<file path="config.mk">
export PLATFORM = sky130hd
export DESIGN_NAME = fps_supervisor
export DESIGN_NICKNAME = d
export VERILOG_FILES = /design/src/shared/fps_pkg.sv /design/src/hdl/fps_supervisor.sv
export SDC_FILE = /design/constraint.sdc
export NUM_CORES = 1
export LEC_CHECK = 0
export BUFFER_PORTS_ARGS = -buffer_cell sky130_fd_sc_hd__buf_4
export CAP_MARGIN = 5
export CORE_MARGIN = 2
export CORE_UTILIZATION = 40
export DETAILED_ROUTE_END_ITERATION = 10
export HOLD_SLACK_MARGIN = 0.05
export SETUP_SLACK_MARGIN = 0.3
export SYNTH_ARGS = -nofsm -noshare
export SYNTH_HDL_FRONTEND = slang
export SYNTH_SLANG_ARGS = --single-unit
</file>
<file path="constraint.sdc">
create_clock -name ref_clk_i -period 11.7 [get_ports ref_clk_i]
set_input_delay 2.34 -clock ref_clk_i [delete_from_list [all_inputs] [get_ports ref_clk_i]]
set_output_delay 2.34 -clock ref_clk_i [all_outputs]
set_load 0.05 [all_outputs]
</file>
<file path="src/shared/fps_pkg.sv">
/*
  Constants, register map and mode encoding of the fault protection supervisor.
  Assumes a 40 MHz clock; measurements arrive in millivolts, percent and degrees C.
*/
package fps_pkg;
  localparam int CLK_KHZ = 40_000;
  // Detection delays and retry period in their own units.
  localparam int DLY_NS = 6000;
  localparam int OT_DLY_US = 2000;
  localparam int RETRY_MS = 130;
  localparam logic [23:0] DLY_CYC = 24'((DLY_NS * (CLK_KHZ / 1000)) / 1000);
  localparam int OT_DLY_CYC = OT_DLY_US * (CLK_KHZ / 1000);
  localparam int RETRY_CYC = RETRY_MS * CLK_KHZ;
  // Register byte offsets.
  localparam logic [3:0] ADDR_CTRL = 4'h0;
  localparam logic [3:0] ADDR_STATUS = 4'h4;
  localparam logic [3:0] ADDR_CMD = 4'h8;
  // Control register fields and reset value.
  localparam int F_OC = 0;
  localparam int F_OV = 4;
  localparam int F_UV = 6;
  localparam int F_PG = 8;
  localparam int F_TRK_EN = 9;
  localparam int F_LATCH = 10;
  localparam logic [14:0] CTRL_RST = 15'h002a;
  // Command bits.
  localparam int F_REARM = 0;
  localparam int F_CLR_CAUSE = 1;
  // Cause bit positions, also the latch-select bit order.
  localparam int C_OC = 0;
  localparam int C_OV = 1;
  localparam int C_UV = 2;
  localparam int C_OT = 3;
  localparam int C_TRK = 4;
  // Thresholds.
  localparam int OC_MIN_PCT = 40;
  localparam int OC_STEP = 10;
  localparam logic [3:0] OC_MAXCODE = 4'ha;
  localparam int OV_MIN_PCT = 110;
  localparam int OV_STEP = 10;
  localparam logic [1:0] OV_MAXCODE = 2'h2;
  localparam logic [31:0] OV_FLOOR_X100 = 32'h0001_86a0;
  localparam int UV_MIN_PCT = 75;
  localparam int UV_STEP = 5;
  localparam int PG_LO_PCT = 90;
  localparam int PG_STEP = 5;
  localparam logic [7:0] PG_HI_PCT = 8'h6e;
  localparam logic [16:0] TRK_MV = 17'h000fa;
  localparam logic signed [7:0] OT_OFF_C = 8'sh78;
  localparam logic signed [7:0] OT_ON_C = 8'sh6e;
  localparam logic signed [7:0] OTW_C = 8'sh78;
  localparam logic signed [7:0] OTW_HYS = 8'sh03;
  localparam logic signed [7:0] OTW_CLR_C = OTW_C - OTW_HYS;
  localparam logic [1:0] RESP_OKAY = 2'h0;
  localparam logic [1:0] RESP_SLVERR = 2'h2;
  typedef enum logic [2:0] {
    ST_RUN = 3'h1,
    ST_RETRY = 3'h2,
    ST_LATCH = 3'h4
  } fps_mode_t;
endpackage

</file>
<file path="src/hdl/fps_supervisor.sv">
/*
  Fault protection supervisor with an AXI4-Lite register slave.
  Assumes all measurement inputs come from converter logic on ref_clk_i.
*/
// Local design decisions: the AXI4-Lite register port and the placing of the registers.
// Behaviour
// - Overcurrent trip 40..140 percent, eleven steps, default 140
// - Overvoltage trip 110..130 percent, default 130
// - Overvoltage trip never below one volt
// - Undervoltage trip 75..90 percent in 5 percent steps
// - Overvoltage, undervoltage, tracking turn off after 6 us
// - Shut down at 120 C, restart at or below 110 C
// - Overtemperature turn off after 2 ms
// - Tracking off by default, ramp-up only, 250 mV
// - Warning flag at 120 C, 3 C hysteresis
// - Warning flag asserts 6 us after threshold
// - Power good window 90/95 to 110 percent
// - Power good changes 6 us after crossing
`timescale 1ns/1ps
module fps_supervisor
  import fps_pkg::*;
#(
  parameter logic [23:0] OT_DLY = 24'(OT_DLY_CYC),
  parameter logic [23:0] RETRY_DLY = 24'(RETRY_CYC)
)
(
  // Clock and reset.
  input wire logic ref_clk_i,
  input wire logic nrst_i,
  // AXI4-Lite slave.
  input wire logic [3:0] awaddr_i,
  input wire logic awvalid_i,
  output logic awready_o,
  input wire logic [31:0] wdata_i,
  input wire logic [3:0] wstrb_i,
  input wire logic wvalid_i,
  output logic wready_o,
  output logic [1:0] bresp_o,
  output logic bvalid_o,
  input wire logic bready_i,
  input wire logic [3:0] araddr_i,
  input wire logic arvalid_i,
  output logic arready_o,
  output logic [31:0] rdata_o,
  output logic [1:0] rresp_o,
  output logic rvalid_o,
  input wire logic rready_i,
  // Measurements.
  input wire logic [15:0] vout_mv_i,
  input wire logic [15:0] vset_mv_i,
  input wire logic [15:0] vtrack_mv_i,
  input wire logic [7:0] iout_pct_i,
  input wire logic [7:0] temp_c_i,
  input wire logic ramp_up_i,
  // Protection outputs.
  output logic turn_off_o,
  output logic power_good_output_o,
  output logic ot_warning_o
);

  typedef struct packed {
    logic aw_got;
    logic [3:0] awaddr;
    logic w_got;
    logic [31:0] wdata;
    logic [3:0] wstrb;
    logic bvalid;
    logic [1:0] bresp;
    logic rvalid;
    logic [1:0] rresp;
    logic [31:0] rdata;
    logic [14:0] ctrl;
    logic [4:0] cause;
    fps_mode_t mode;
    logic ot_off;
    logic [23:0] retry_cnt;
    logic [23:0] ov_cnt;
    logic [23:0] uv_cnt;
    logic [23:0] trk_cnt;
    logic [23:0] ot_cnt;
    logic [23:0] otw_cnt;
    logic [23:0] pg_cnt;
    logic otw;
    logic pg;
  } fps_state_t;

  fps_state_t st_reg;
  fps_state_t st_next;

  // Counts cycles while a condition holds, saturating at the limit.
  function automatic logic [23:0] fps_dstep(input logic [23:0] c, input logic cond,
                                            input logic [23:0] lim);
    fps_dstep = !cond ? 24'h0 : ((c >= lim) ? lim : c + 24'h1);
  endfunction

  // Product of a millivolt value and a percentage.
  function automatic logic [31:0] fps_mulp(input logic [15:0] mv, input logic [7:0] pct);
    fps_mulp = {16'h0, mv} * {24'h0, pct};
  endfunction

  logic run;
  logic [7:0] oc_pct;
  logic [7:0] ov_pct;
  logic [7:0] uv_pct;
  logic [7:0] pg_lo_pct;
  logic [31:0] vout_x100;
  logic [31:0] ov_thr;
  logic [16:0] trk_err;
  logic oc_cond;
  logic ov_cond;
  logic uv_cond;
  logic ot_cond;
  logic trk_cond;
  logic otw_cond;
  logic pg_inside;
  logic [4:0] trips;
  logic wr_do;
  logic [31:0] status;

  always_comb
  begin
    run = (st_reg.mode == ST_RUN);
    oc_pct = (st_reg.ctrl[F_OC+:4] >= OC_MAXCODE) ?
             8'(OC_MIN_PCT + OC_STEP * OC_MAXCODE) :
             8'(OC_MIN_PCT + OC_STEP * st_reg.ctrl[F_OC+:4]);
    ov_pct = (st_reg.ctrl[F_OV+:2] >= OV_MAXCODE) ?
             8'(OV_MIN_PCT + OV_STEP * OV_MAXCODE) :
             8'(OV_MIN_PCT + OV_STEP * st_reg.ctrl[F_OV+:2]);
    uv_pct = 8'(UV_MIN_PCT + UV_STEP * st_reg.ctrl[F_UV+:2]);
    pg_lo_pct = 8'(PG_LO_PCT + PG_STEP * st_reg.ctrl[F_PG]);
    vout_x100 = fps_mulp(vout_mv_i, 8'h64);
    ov_thr = fps_mulp(vset_mv_i, ov_pct);
    if (ov_thr < OV_FLOOR_X100)
    begin
      ov_thr = OV_FLOOR_X100;
    end
    if (vout_mv_i >= vtrack_mv_i)
    begin
      trk_err = {1'b0, vout_mv_i} - {1'b0, vtrack_mv_i};
    end
    else
    begin
      trk_err = {1'b0, vtrack_mv_i} - {1'b0, vout_mv_i};
    end
    oc_cond = run && (iout_pct_i > oc_pct);
    ov_cond = run && (vout_x100 > ov_thr);
    // Undervoltage is masked while the output is still ramping up.
    uv_cond = run && !ramp_up_i && (vout_x100 < fps_mulp(vset_mv_i, uv_pct));
    ot_cond = run && ($signed(temp_c_i) >= OT_OFF_C);
    trk_cond = run && st_reg.ctrl[F_TRK_EN] && ramp_up_i && (trk_err > TRK_MV);
    otw_cond = st_reg.otw ? ($signed(temp_c_i) <= OTW_CLR_C) :
               ($signed(temp_c_i) >= OTW_C);
    pg_inside = (vout_x100 >= fps_mulp(vset_mv_i, pg_lo_pct)) &&
                (vout_x100 <= fps_mulp(vset_mv_i, PG_HI_PCT));
    trips = 5'h0;
    trips[C_OC] = oc_cond;
    trips[C_OV] = run && (st_reg.ov_cnt == DLY_CYC);
    trips[C_UV] = run && (st_reg.uv_cnt == DLY_CYC);
    trips[C_OT] = run && (st_reg.ot_cnt == OT_DLY);
    trips[C_TRK] = run && (st_reg.trk_cnt == DLY_CYC);
    wr_do = st_reg.aw_got && st_reg.w_got && !st_reg.bvalid;
    status = {23'h0, (st_reg.mode == ST_LATCH), !run, st_reg.pg, st_reg.otw, st_reg.cause};
  end

  always_comb
  begin
    st_next = st_reg;
    // Register bus.
    if (awvalid_i && awready_o)
    begin
      st_next.aw_got = 1'b1;
      st_next.awaddr = awaddr_i;
    end
    if (wvalid_i && wready_o)
    begin
      st_next.w_got = 1'b1;
      st_next.wdata = wdata_i;
      st_next.wstrb = wstrb_i;
    end
    if (st_reg.bvalid && bready_i)
    begin
      st_next.bvalid = 1'b0;
    end
    if (wr_do)
    begin
      st_next.aw_got = 1'b0;
      st_next.w_got = 1'b0;
      st_next.bvalid = 1'b1;
      st_next.bresp = RESP_OKAY;
      case (st_reg.awaddr)
        ADDR_CTRL:
        begin
          if (st_reg.wstrb[0])
          begin
            st_next.ctrl[7:0] = st_reg.wdata[7:0];
          end
          if (st_reg.wstrb[1])
          begin
            st_next.ctrl[14:8] = st_reg.wdata[14:8];
          end
        end
        ADDR_STATUS:
        begin
          st_next.bresp = RESP_OKAY;
        end
        ADDR_CMD:
        begin
          if (st_reg.wstrb[0] && st_reg.wdata[F_CLR_CAUSE])
          begin
            st_next.cause = 5'h0;
          end
          if (st_reg.wstrb[0] && st_reg.wdata[F_REARM] && st_reg.mode == ST_LATCH)
          begin
            // Re-enable goes through the retry gate so a hot part stays off.
            st_next.mode = ST_RETRY;
            st_next.retry_cnt = RETRY_DLY;
          end
        end
        default:
        begin
          st_next.bresp = RESP_SLVERR;
        end
      endcase
    end
    if (st_reg.rvalid && rready_i)
    begin
      st_next.rvalid = 1'b0;
    end
    if (arvalid_i && arready_o)
    begin
      st_next.rvalid = 1'b1;
      st_next.rresp = RESP_OKAY;
      case (araddr_i)
        ADDR_CTRL:
        begin
          st_next.rdata = {17'h0, st_reg.ctrl};
        end
        ADDR_STATUS:
        begin
          st_next.rdata = status;
        end
        ADDR_CMD:
        begin
          st_next.rdata = 32'h0;
        end
        default:
        begin
          st_next.rdata = 32'h0;
          st_next.rresp = RESP_SLVERR;
        end
      endcase
    end
    // Detection delay filters.
    st_next.ov_cnt = fps_dstep(st_reg.ov_cnt, ov_cond, DLY_CYC);
    st_next.uv_cnt = fps_dstep(st_reg.uv_cnt, uv_cond, DLY_CYC);
    st_next.trk_cnt = fps_dstep(st_reg.trk_cnt, trk_cond, DLY_CYC);
    st_next.ot_cnt = fps_dstep(st_reg.ot_cnt, ot_cond, OT_DLY);
    st_next.otw_cnt = fps_dstep(st_reg.otw_cnt, otw_cond, DLY_CYC);
    if (st_reg.otw_cnt == DLY_CYC)
    begin
      st_next.otw = !st_reg.otw;
      st_next.otw_cnt = 24'h0;
    end
    st_next.pg_cnt = fps_dstep(st_reg.pg_cnt, pg_inside != st_reg.pg, DLY_CYC);
    if (st_reg.pg_cnt == DLY_CYC)
    begin
      st_next.pg = !st_reg.pg;
      st_next.pg_cnt = 24'h0;
    end
    // Shutdown sequencing; a new trip wins over a cause clear.
    case (st_reg.mode)
      ST_RUN:
      begin
        if (trips != 5'h0)
        begin
          st_next.cause = st_next.cause | trips;
          st_next.ot_off = trips[C_OT];
          st_next.retry_cnt = 24'h0;
          st_next.mode = ((trips & st_reg.ctrl[F_LATCH+:5]) != 5'h0) ? ST_LATCH : ST_RETRY;
        end
      end
      ST_RETRY:
      begin
        st_next.retry_cnt = fps_dstep(st_reg.retry_cnt, 1'b1, RETRY_DLY);
        if (st_reg.retry_cnt == RETRY_DLY &&
            !(st_reg.ot_off && $signed(temp_c_i) > OT_ON_C))
        begin
          st_next.mode = ST_RUN;
          st_next.ot_off = 1'b0;
        end
      end
      ST_LATCH:
      begin
        st_next.retry_cnt = (st_next.mode == ST_LATCH) ? 24'h0 : RETRY_DLY;
      end
      default:
      begin
        st_next.mode = ST_RETRY;
      end
    endcase
  end

  always_ff @(posedge ref_clk_i or negedge nrst_i)
  begin
    if (!nrst_i)
    begin
      st_reg <= '0;
      st_reg.ctrl <= CTRL_RST;
      st_reg.mode <= ST_RUN;
    end
    else
    begin
      st_reg <= st_next;
    end
  end

  assign awready_o = !st_reg.aw_got && !st_reg.bvalid;
  assign wready_o = !st_reg.w_got && !st_reg.bvalid;
  assign bvalid_o = st_reg.bvalid;
  assign bresp_o = st_reg.bresp;
  assign arready_o = !st_reg.rvalid;
  assign rvalid_o = st_reg.rvalid;
  assign rdata_o = st_reg.rdata;
  assign rresp_o = st_reg.rresp;
  assign turn_off_o = (st_reg.mode != ST_RUN);
  assign power_good_output_o = st_reg.pg;
  assign ot_warning_o = st_reg.otw;
endmodule

</file>
==> metrics, run 1 <==
nets@finish=3784; Synth Area in Compound Gates=about an eighth; Final Hold Viols=0; initial antenna violation count=2; I/O Pins=160; asr flop ratio synth=100%; worst-path fanout max=15; Clock Tree Root=clkbuf_16; Die Width=~260 um; routed vias=roughly 20k; Vias/cell=5.06; core box area=approximately 0.066 sq mm; CP max-delay cell=fa_1; top cell type by total area after synthesis=dfrtp_1; maximum clock insertion buffer count=3; die area=~0.068 sq mm; Detail Route Antenna Nets=0; largest net degree at the start of global routing=between 90 and 100; synth top area cells=dfrtp_1 (22%), ha_1 (19%), fa_1 (17%); Post-Synth Simple-Gate Area=between 10 and 15%; RR Endpoint=st_reg[125]$_DFF_PN0_; Slew Viols, Final=0; largest family of logic cells by synthesized area=adder cells; Post-synth EDFFs=0; hpwl dp=48900 um; Yosys warnings=0; final WL=60900 um; RSZ-0062 raised after global routing=false; post-CTS setup buffer count=0; # setup viols final=0; routed len/inst=roughly 16 um; cell row count=94; worst hold start=rdata_o[0]$_DFFE_PN0P_; Initial Util=roughly two fifths; number of flip-flops in the largest register=approximately 220; Synth cell types=78; register bit total from synthesis=approximately 240; Ant. Diodes=0; Fmax=101 MHz; global-route wire length before repair=between 90000 and 100000 um; Req. time, crit path=~12 ns; CTS clk-pin slew, worst paths=approximately 0.070 ns; Adder-Cell Fraction of Synth Area=35.7%; cell depth of the worst hold path=2; Critical Path Most Common Cell=fa_1; Endpoint, Worst Hold=rdata_o[0]$_DFFE_PN0P_; area share of the largest cell type after synthesis=about 22%; register area share after synthesis=22.3%; worst-margin pin slew=0.989 ns; synthesized area=0.0265 sq mm; setup TNS=0 ns; post-layout minimum cycle time=9.87 ns; CP Class=input pin to flop; DR iter-0 viols=roughly 1.0k; Setup crit start kind=input pin; Clock Latency Late Sink=just over 0.5 ns; max_slew headroom=32.4%; gr usage total=a little under a fifth; final clock skew=~0.019 ns; period utilisation layout=84.3%; Die H=roughly 260 um; Final GP Congestion=between 0.8 and 0.9; most numerous cell in the Yosys netlist=inv_1; CTS tree=done; R2R cell count=30; Setup WS post-layout=between 1.5 and 2 ns; # H-tree levels=1; Max-Cap Viols=0; TritonCTS buffer count=23; slowest cell delay on critical path=around 0.56 ns; reg2reg setup slack=just under 3 ns; grt ovf=0; Post-Synth XOR/XNOR Area=4.60%; port bufs=~120; post-synthesis mux area share=approximately 1.7%; vias in the first global route=~20k; FF-to-FF Start=st_reg[184]$_DFFE_PN1P_; Post-synth top cells=inv_1 (443), ha_1 (403), dfrtp_1 (232); hold crit path type=flop to flop; drt drc=0; # resized after CTS=0; Crit. End Element=flop; Area Growth Syn to Fin=10.0%; critical path arrival=about 10 ns; Post-Syn Instances=between 2k and 3k; outcome=complete, no violations; Avg Inst Size Synth=roughly 9.2 sq um; Critical path origin=vset_mv_i[6]; post-route core utilization=roughly 44%; TritonCTS Sinks=about 240; predominant post-synthesis flop cell=dfrtp_1; CTS Hold Buffers Added=0; Setup WS pre-CTS=between 1 and 1.5 ns; Detailed Routing Iterations Pass 1=5; fraction of layout cells with a size suffix above 1=7.81%
cell type report:
class,count,area [sq um]
inverters,444,1670
clock buffers,33,633
repair buffers,136,1030
clock inverters,8,43.8
fillers,6498,36500
flip-flops and latches,236,5910
multi-input cells,2204,18800
well taps,864,1080
layout by cell type (no fill, tap or decap), types with 23 or more instances in the layout:
master / count
inv_1: 443
ha_1: 403
dfrtp_1: 232
fa_1: 220
nor2_1: 176
nand2_1: 165
a21oi_1: 137
buf_4: 135
o21ai_0: 131
conb_1: 107
a21o_1: 72
xnor2_1: 70
xor2_1: 69
nor3_1: 67
nand3_1: 65
and2_1: 61
nand4_1: 45
nor4_1: 41
nand2b_1: 41
nor2b_1: 38
mux2_2: 38
and3_1: 29
a31oi_1: 24
clkbuf_16: 23
kinds of logic (layout without fill, tap and decap cells):
logic type	Yosys count	after routing
compound gates	516	516
mux	40	40
simple gates	779	779
buf+inv	546	621
flops	236	236
xor+xnor	139	139
other cells	2	107
fa+ha+maj	623	623
worst max path at each step:
stage	slack, ns	to	cells past startpoint
2_1_floorplan	2.65	st_reg[124]$_DFF_PN0_	30
3_3_place_gp	1.40	st_reg[125]$_DFF_PN0_	31
3_5_place_dp	1.27	st_reg[125]$_DFF_PN0_	31
4_1_cts	1.74	st_reg[125]$_DFF_PN0_	31
5_1_grt	1.24	st_reg[125]$_DFF_PN0_	31
6_report	1.83	st_reg[125]$_DFF_PN0_	31
critical path, delay by kind of cell:
family	cells	cell delay, ns
xor gates and xnor gates	1	0.13
AOI/OAI and AO/OA	10	2.42
buffers and inverters	5	0.99
adders and majority gates	6	2.61
and+or+nand+nor	9	1.71
routing by layer:
metal | up-vias | part of all wire, % | GRT usage [%]
met4 | 4 | 1.8 | 3.31
met1 | 9572 | 49 | 25.5
li1 | 9917 | - | -
met5 | - | 0.039 | 0
met3 | 71 | 3.1 | 1.52
met2 | 279 | 46 | 30.4
through the flow:
step                      hold WS [ns]  std cells  instance area [sq um]
after CTS                        0.485       3925                  29100
after detailed placement         0.469       3884                  28400
after global routing             0.506       3925                  29100
after floorplan                  0.450       2986                  26900
final                            0.485       3925                  29100
after global placement           0.461       3884                  28400
Power of run 1 is left out: the tool's default activity adds up to more than one toggle a clock period on the data nets, which glitch-free logic cannot reach.
==> inputs of run 2 (changes only) <==
- clock period: 11.7 -> 8.77 ns (I/O delays scaled with it)
==> metrics, run 2 (same netlist as run 1, synthesis figures left out) <==
outcome=complete, no violations; period utilisation layout=between 90% and 100%; Area Growth Syn to Fin=13.8%; cell depth of the worst hold path=1; placed cells=around 4.0k; CP Class=input pin to flop; gr usage total=18.3%; largest net degree at the start of global routing=~100; Max-Cap Viols=0; # H-tree levels=1; drt drc=0; DRT met1 WL=29700 um; global-route wire length before repair=slightly above 100000 um; # setup viols final=0; post-route core utilization=between 40% and 50%; maximum clock insertion buffer count=3; Req. time, crit path=a little over 9 ns; grt ovf=0; Detailed Routing Iterations Pass 1=4; worst-path fanout max=8; Final GP Congestion=around 0.86; R2R cell count=31; TritonCTS Sinks=between 200 and 250; CTS clk-pin slew, worst paths=roughly 0.070 ns; post-layout minimum cycle time=8.09 ns; Setup WS pre-CTS=-0.273 ns; final WL=around 62000 um; hpwl dp=50200 um; routed wl met2=between 20000 and 30000 um; Initial Util=between 40% and 50%; Critical Path Most Common Cell=fa_1; max_slew headroom=20.9%; WL met3=around 2300 um; final clock skew=between 0.02 and 0.03 ns; Setup crit start kind=input pin; Setup WS post-layout=around 0.68 ns; Clock Latency Late Sink=roughly 0.52 ns; die area=approximately 0.07 sq mm; core box area=0.0656 sq mm; worst-margin pin slew=between 1 and 1.5 ns; slowest cell delay on critical path=approximately 0.56 ns; fraction of layout cells with a size suffix above 1=between 10 and 15%; Detail Route Antenna Nets=0; fin cells=between 4k and 5k; routed vias=between 20k and 25k; DR iter-0 viols=between 900 and 1k; critical path arrival=~8.5 ns; I/O Pins=160; Vias/cell=approximately 5; Die H=approximately 260 um; TritonCTS buffer count=23; initial antenna violation count=2; CTS tree=done; Crit. End Element=flop; hold crit path type=flop to flop; Final Hold Viols=0; Worst Hold Slack=between 0.4 and 0.5 ns; number of flip-flops in the largest register=about 220; post-CTS setup buffer count=0; cell row count=between 90 and 100; commonest cells after routing, fill and taps aside=inv_1 (442), ha_1 (403), buf_4 (233); port bufs=~120; RSZ-0062 raised after global routing=false; Clock Tree Root=clkbuf_16; CP max-delay cell=fa_1; vias in the first global route=roughly 20k; routed len/inst=about 15 um; nets@finish=slightly below 4k; Fmax=between 100 and 150 MHz; Die Width=about 260 um; Slew Viols, Final=0; top routing layer used=met5; commonest non-fill, non-tap cell in the layout=inv_1
-- run 2: per-layer routing --
layer  GRT usage (%)  up-vias
met5               0        -
li1                -    10100
met2            31.4      276
met4            2.59        4
met3            2.04       61
met1            25.5     9778
-- run 2: final timing paths --
path	startpoint	endpoint	slack (ns)
worst max-delay path	vset_mv_i[4]	st_reg[125]$_DFF_PN0_	0.68
worst max register to register	st_reg[184]$_DFFE_PN1P_	st_reg[125]$_DFF_PN0_	1.16
worst min-delay path	st_reg[174]$_DFF_PN0_	st_reg[174]$_DFF_PN0_	0.48
max in group asynchronous	nrst_i	rvalid_o$_DFFE_PN0P_	6.16
min in group asynchronous	nrst_i	rdata_o[3]$_DFFE_PN0P_	1.26
worst min register to register	st_reg[174]$_DFF_PN0_	st_reg[174]$_DFF_PN0_	0.48
-- run 2: stage by stage --
stage                     area [sq um]  setup TNS [ns]
after detailed placement         29200           -2.03
after CTS                        30000               0
final                            30100               0
after global placement           29200           -1.34
after floorplan                  26900               0
after global routing             30100               0
-- run 2: what timing repair did --
| item | 4_1_cts | 5_1_grt |
|---|---|---|
| pin swaps | 0 | 4 |
| gates resized for setup | 1 | 18 |
| hold buffers | 0 | 0 |
| endpoints found under the setup margin | 8 | 8 |
-- run 2: worst max-delay path, delay by kind of cell --
kind | cells | cell delay, ns
AOI/OAI and AO/OA | 11 | 2.26
xor gates and xnor gates | 1 | 0.23
adders and majority gates | 6 | 2.62
buffers and inverters | 7 | 0.76
and+or+nand+nor | 8 | 0.84
-- run 2: layout make-up --
class	instances	area [sq um]
Fill cell	6394	35500
Multi-Input combinational cell	2204	18800
Sequential cell	236	5910
Timing Repair Buffer	236	1800
Inverter	444	1670
Tap cell	864	1080
Clock buffer	29	628
Clock inverter	13	174
Antenna cell	1	2.50
Power of run 2 is left out for the same reason.
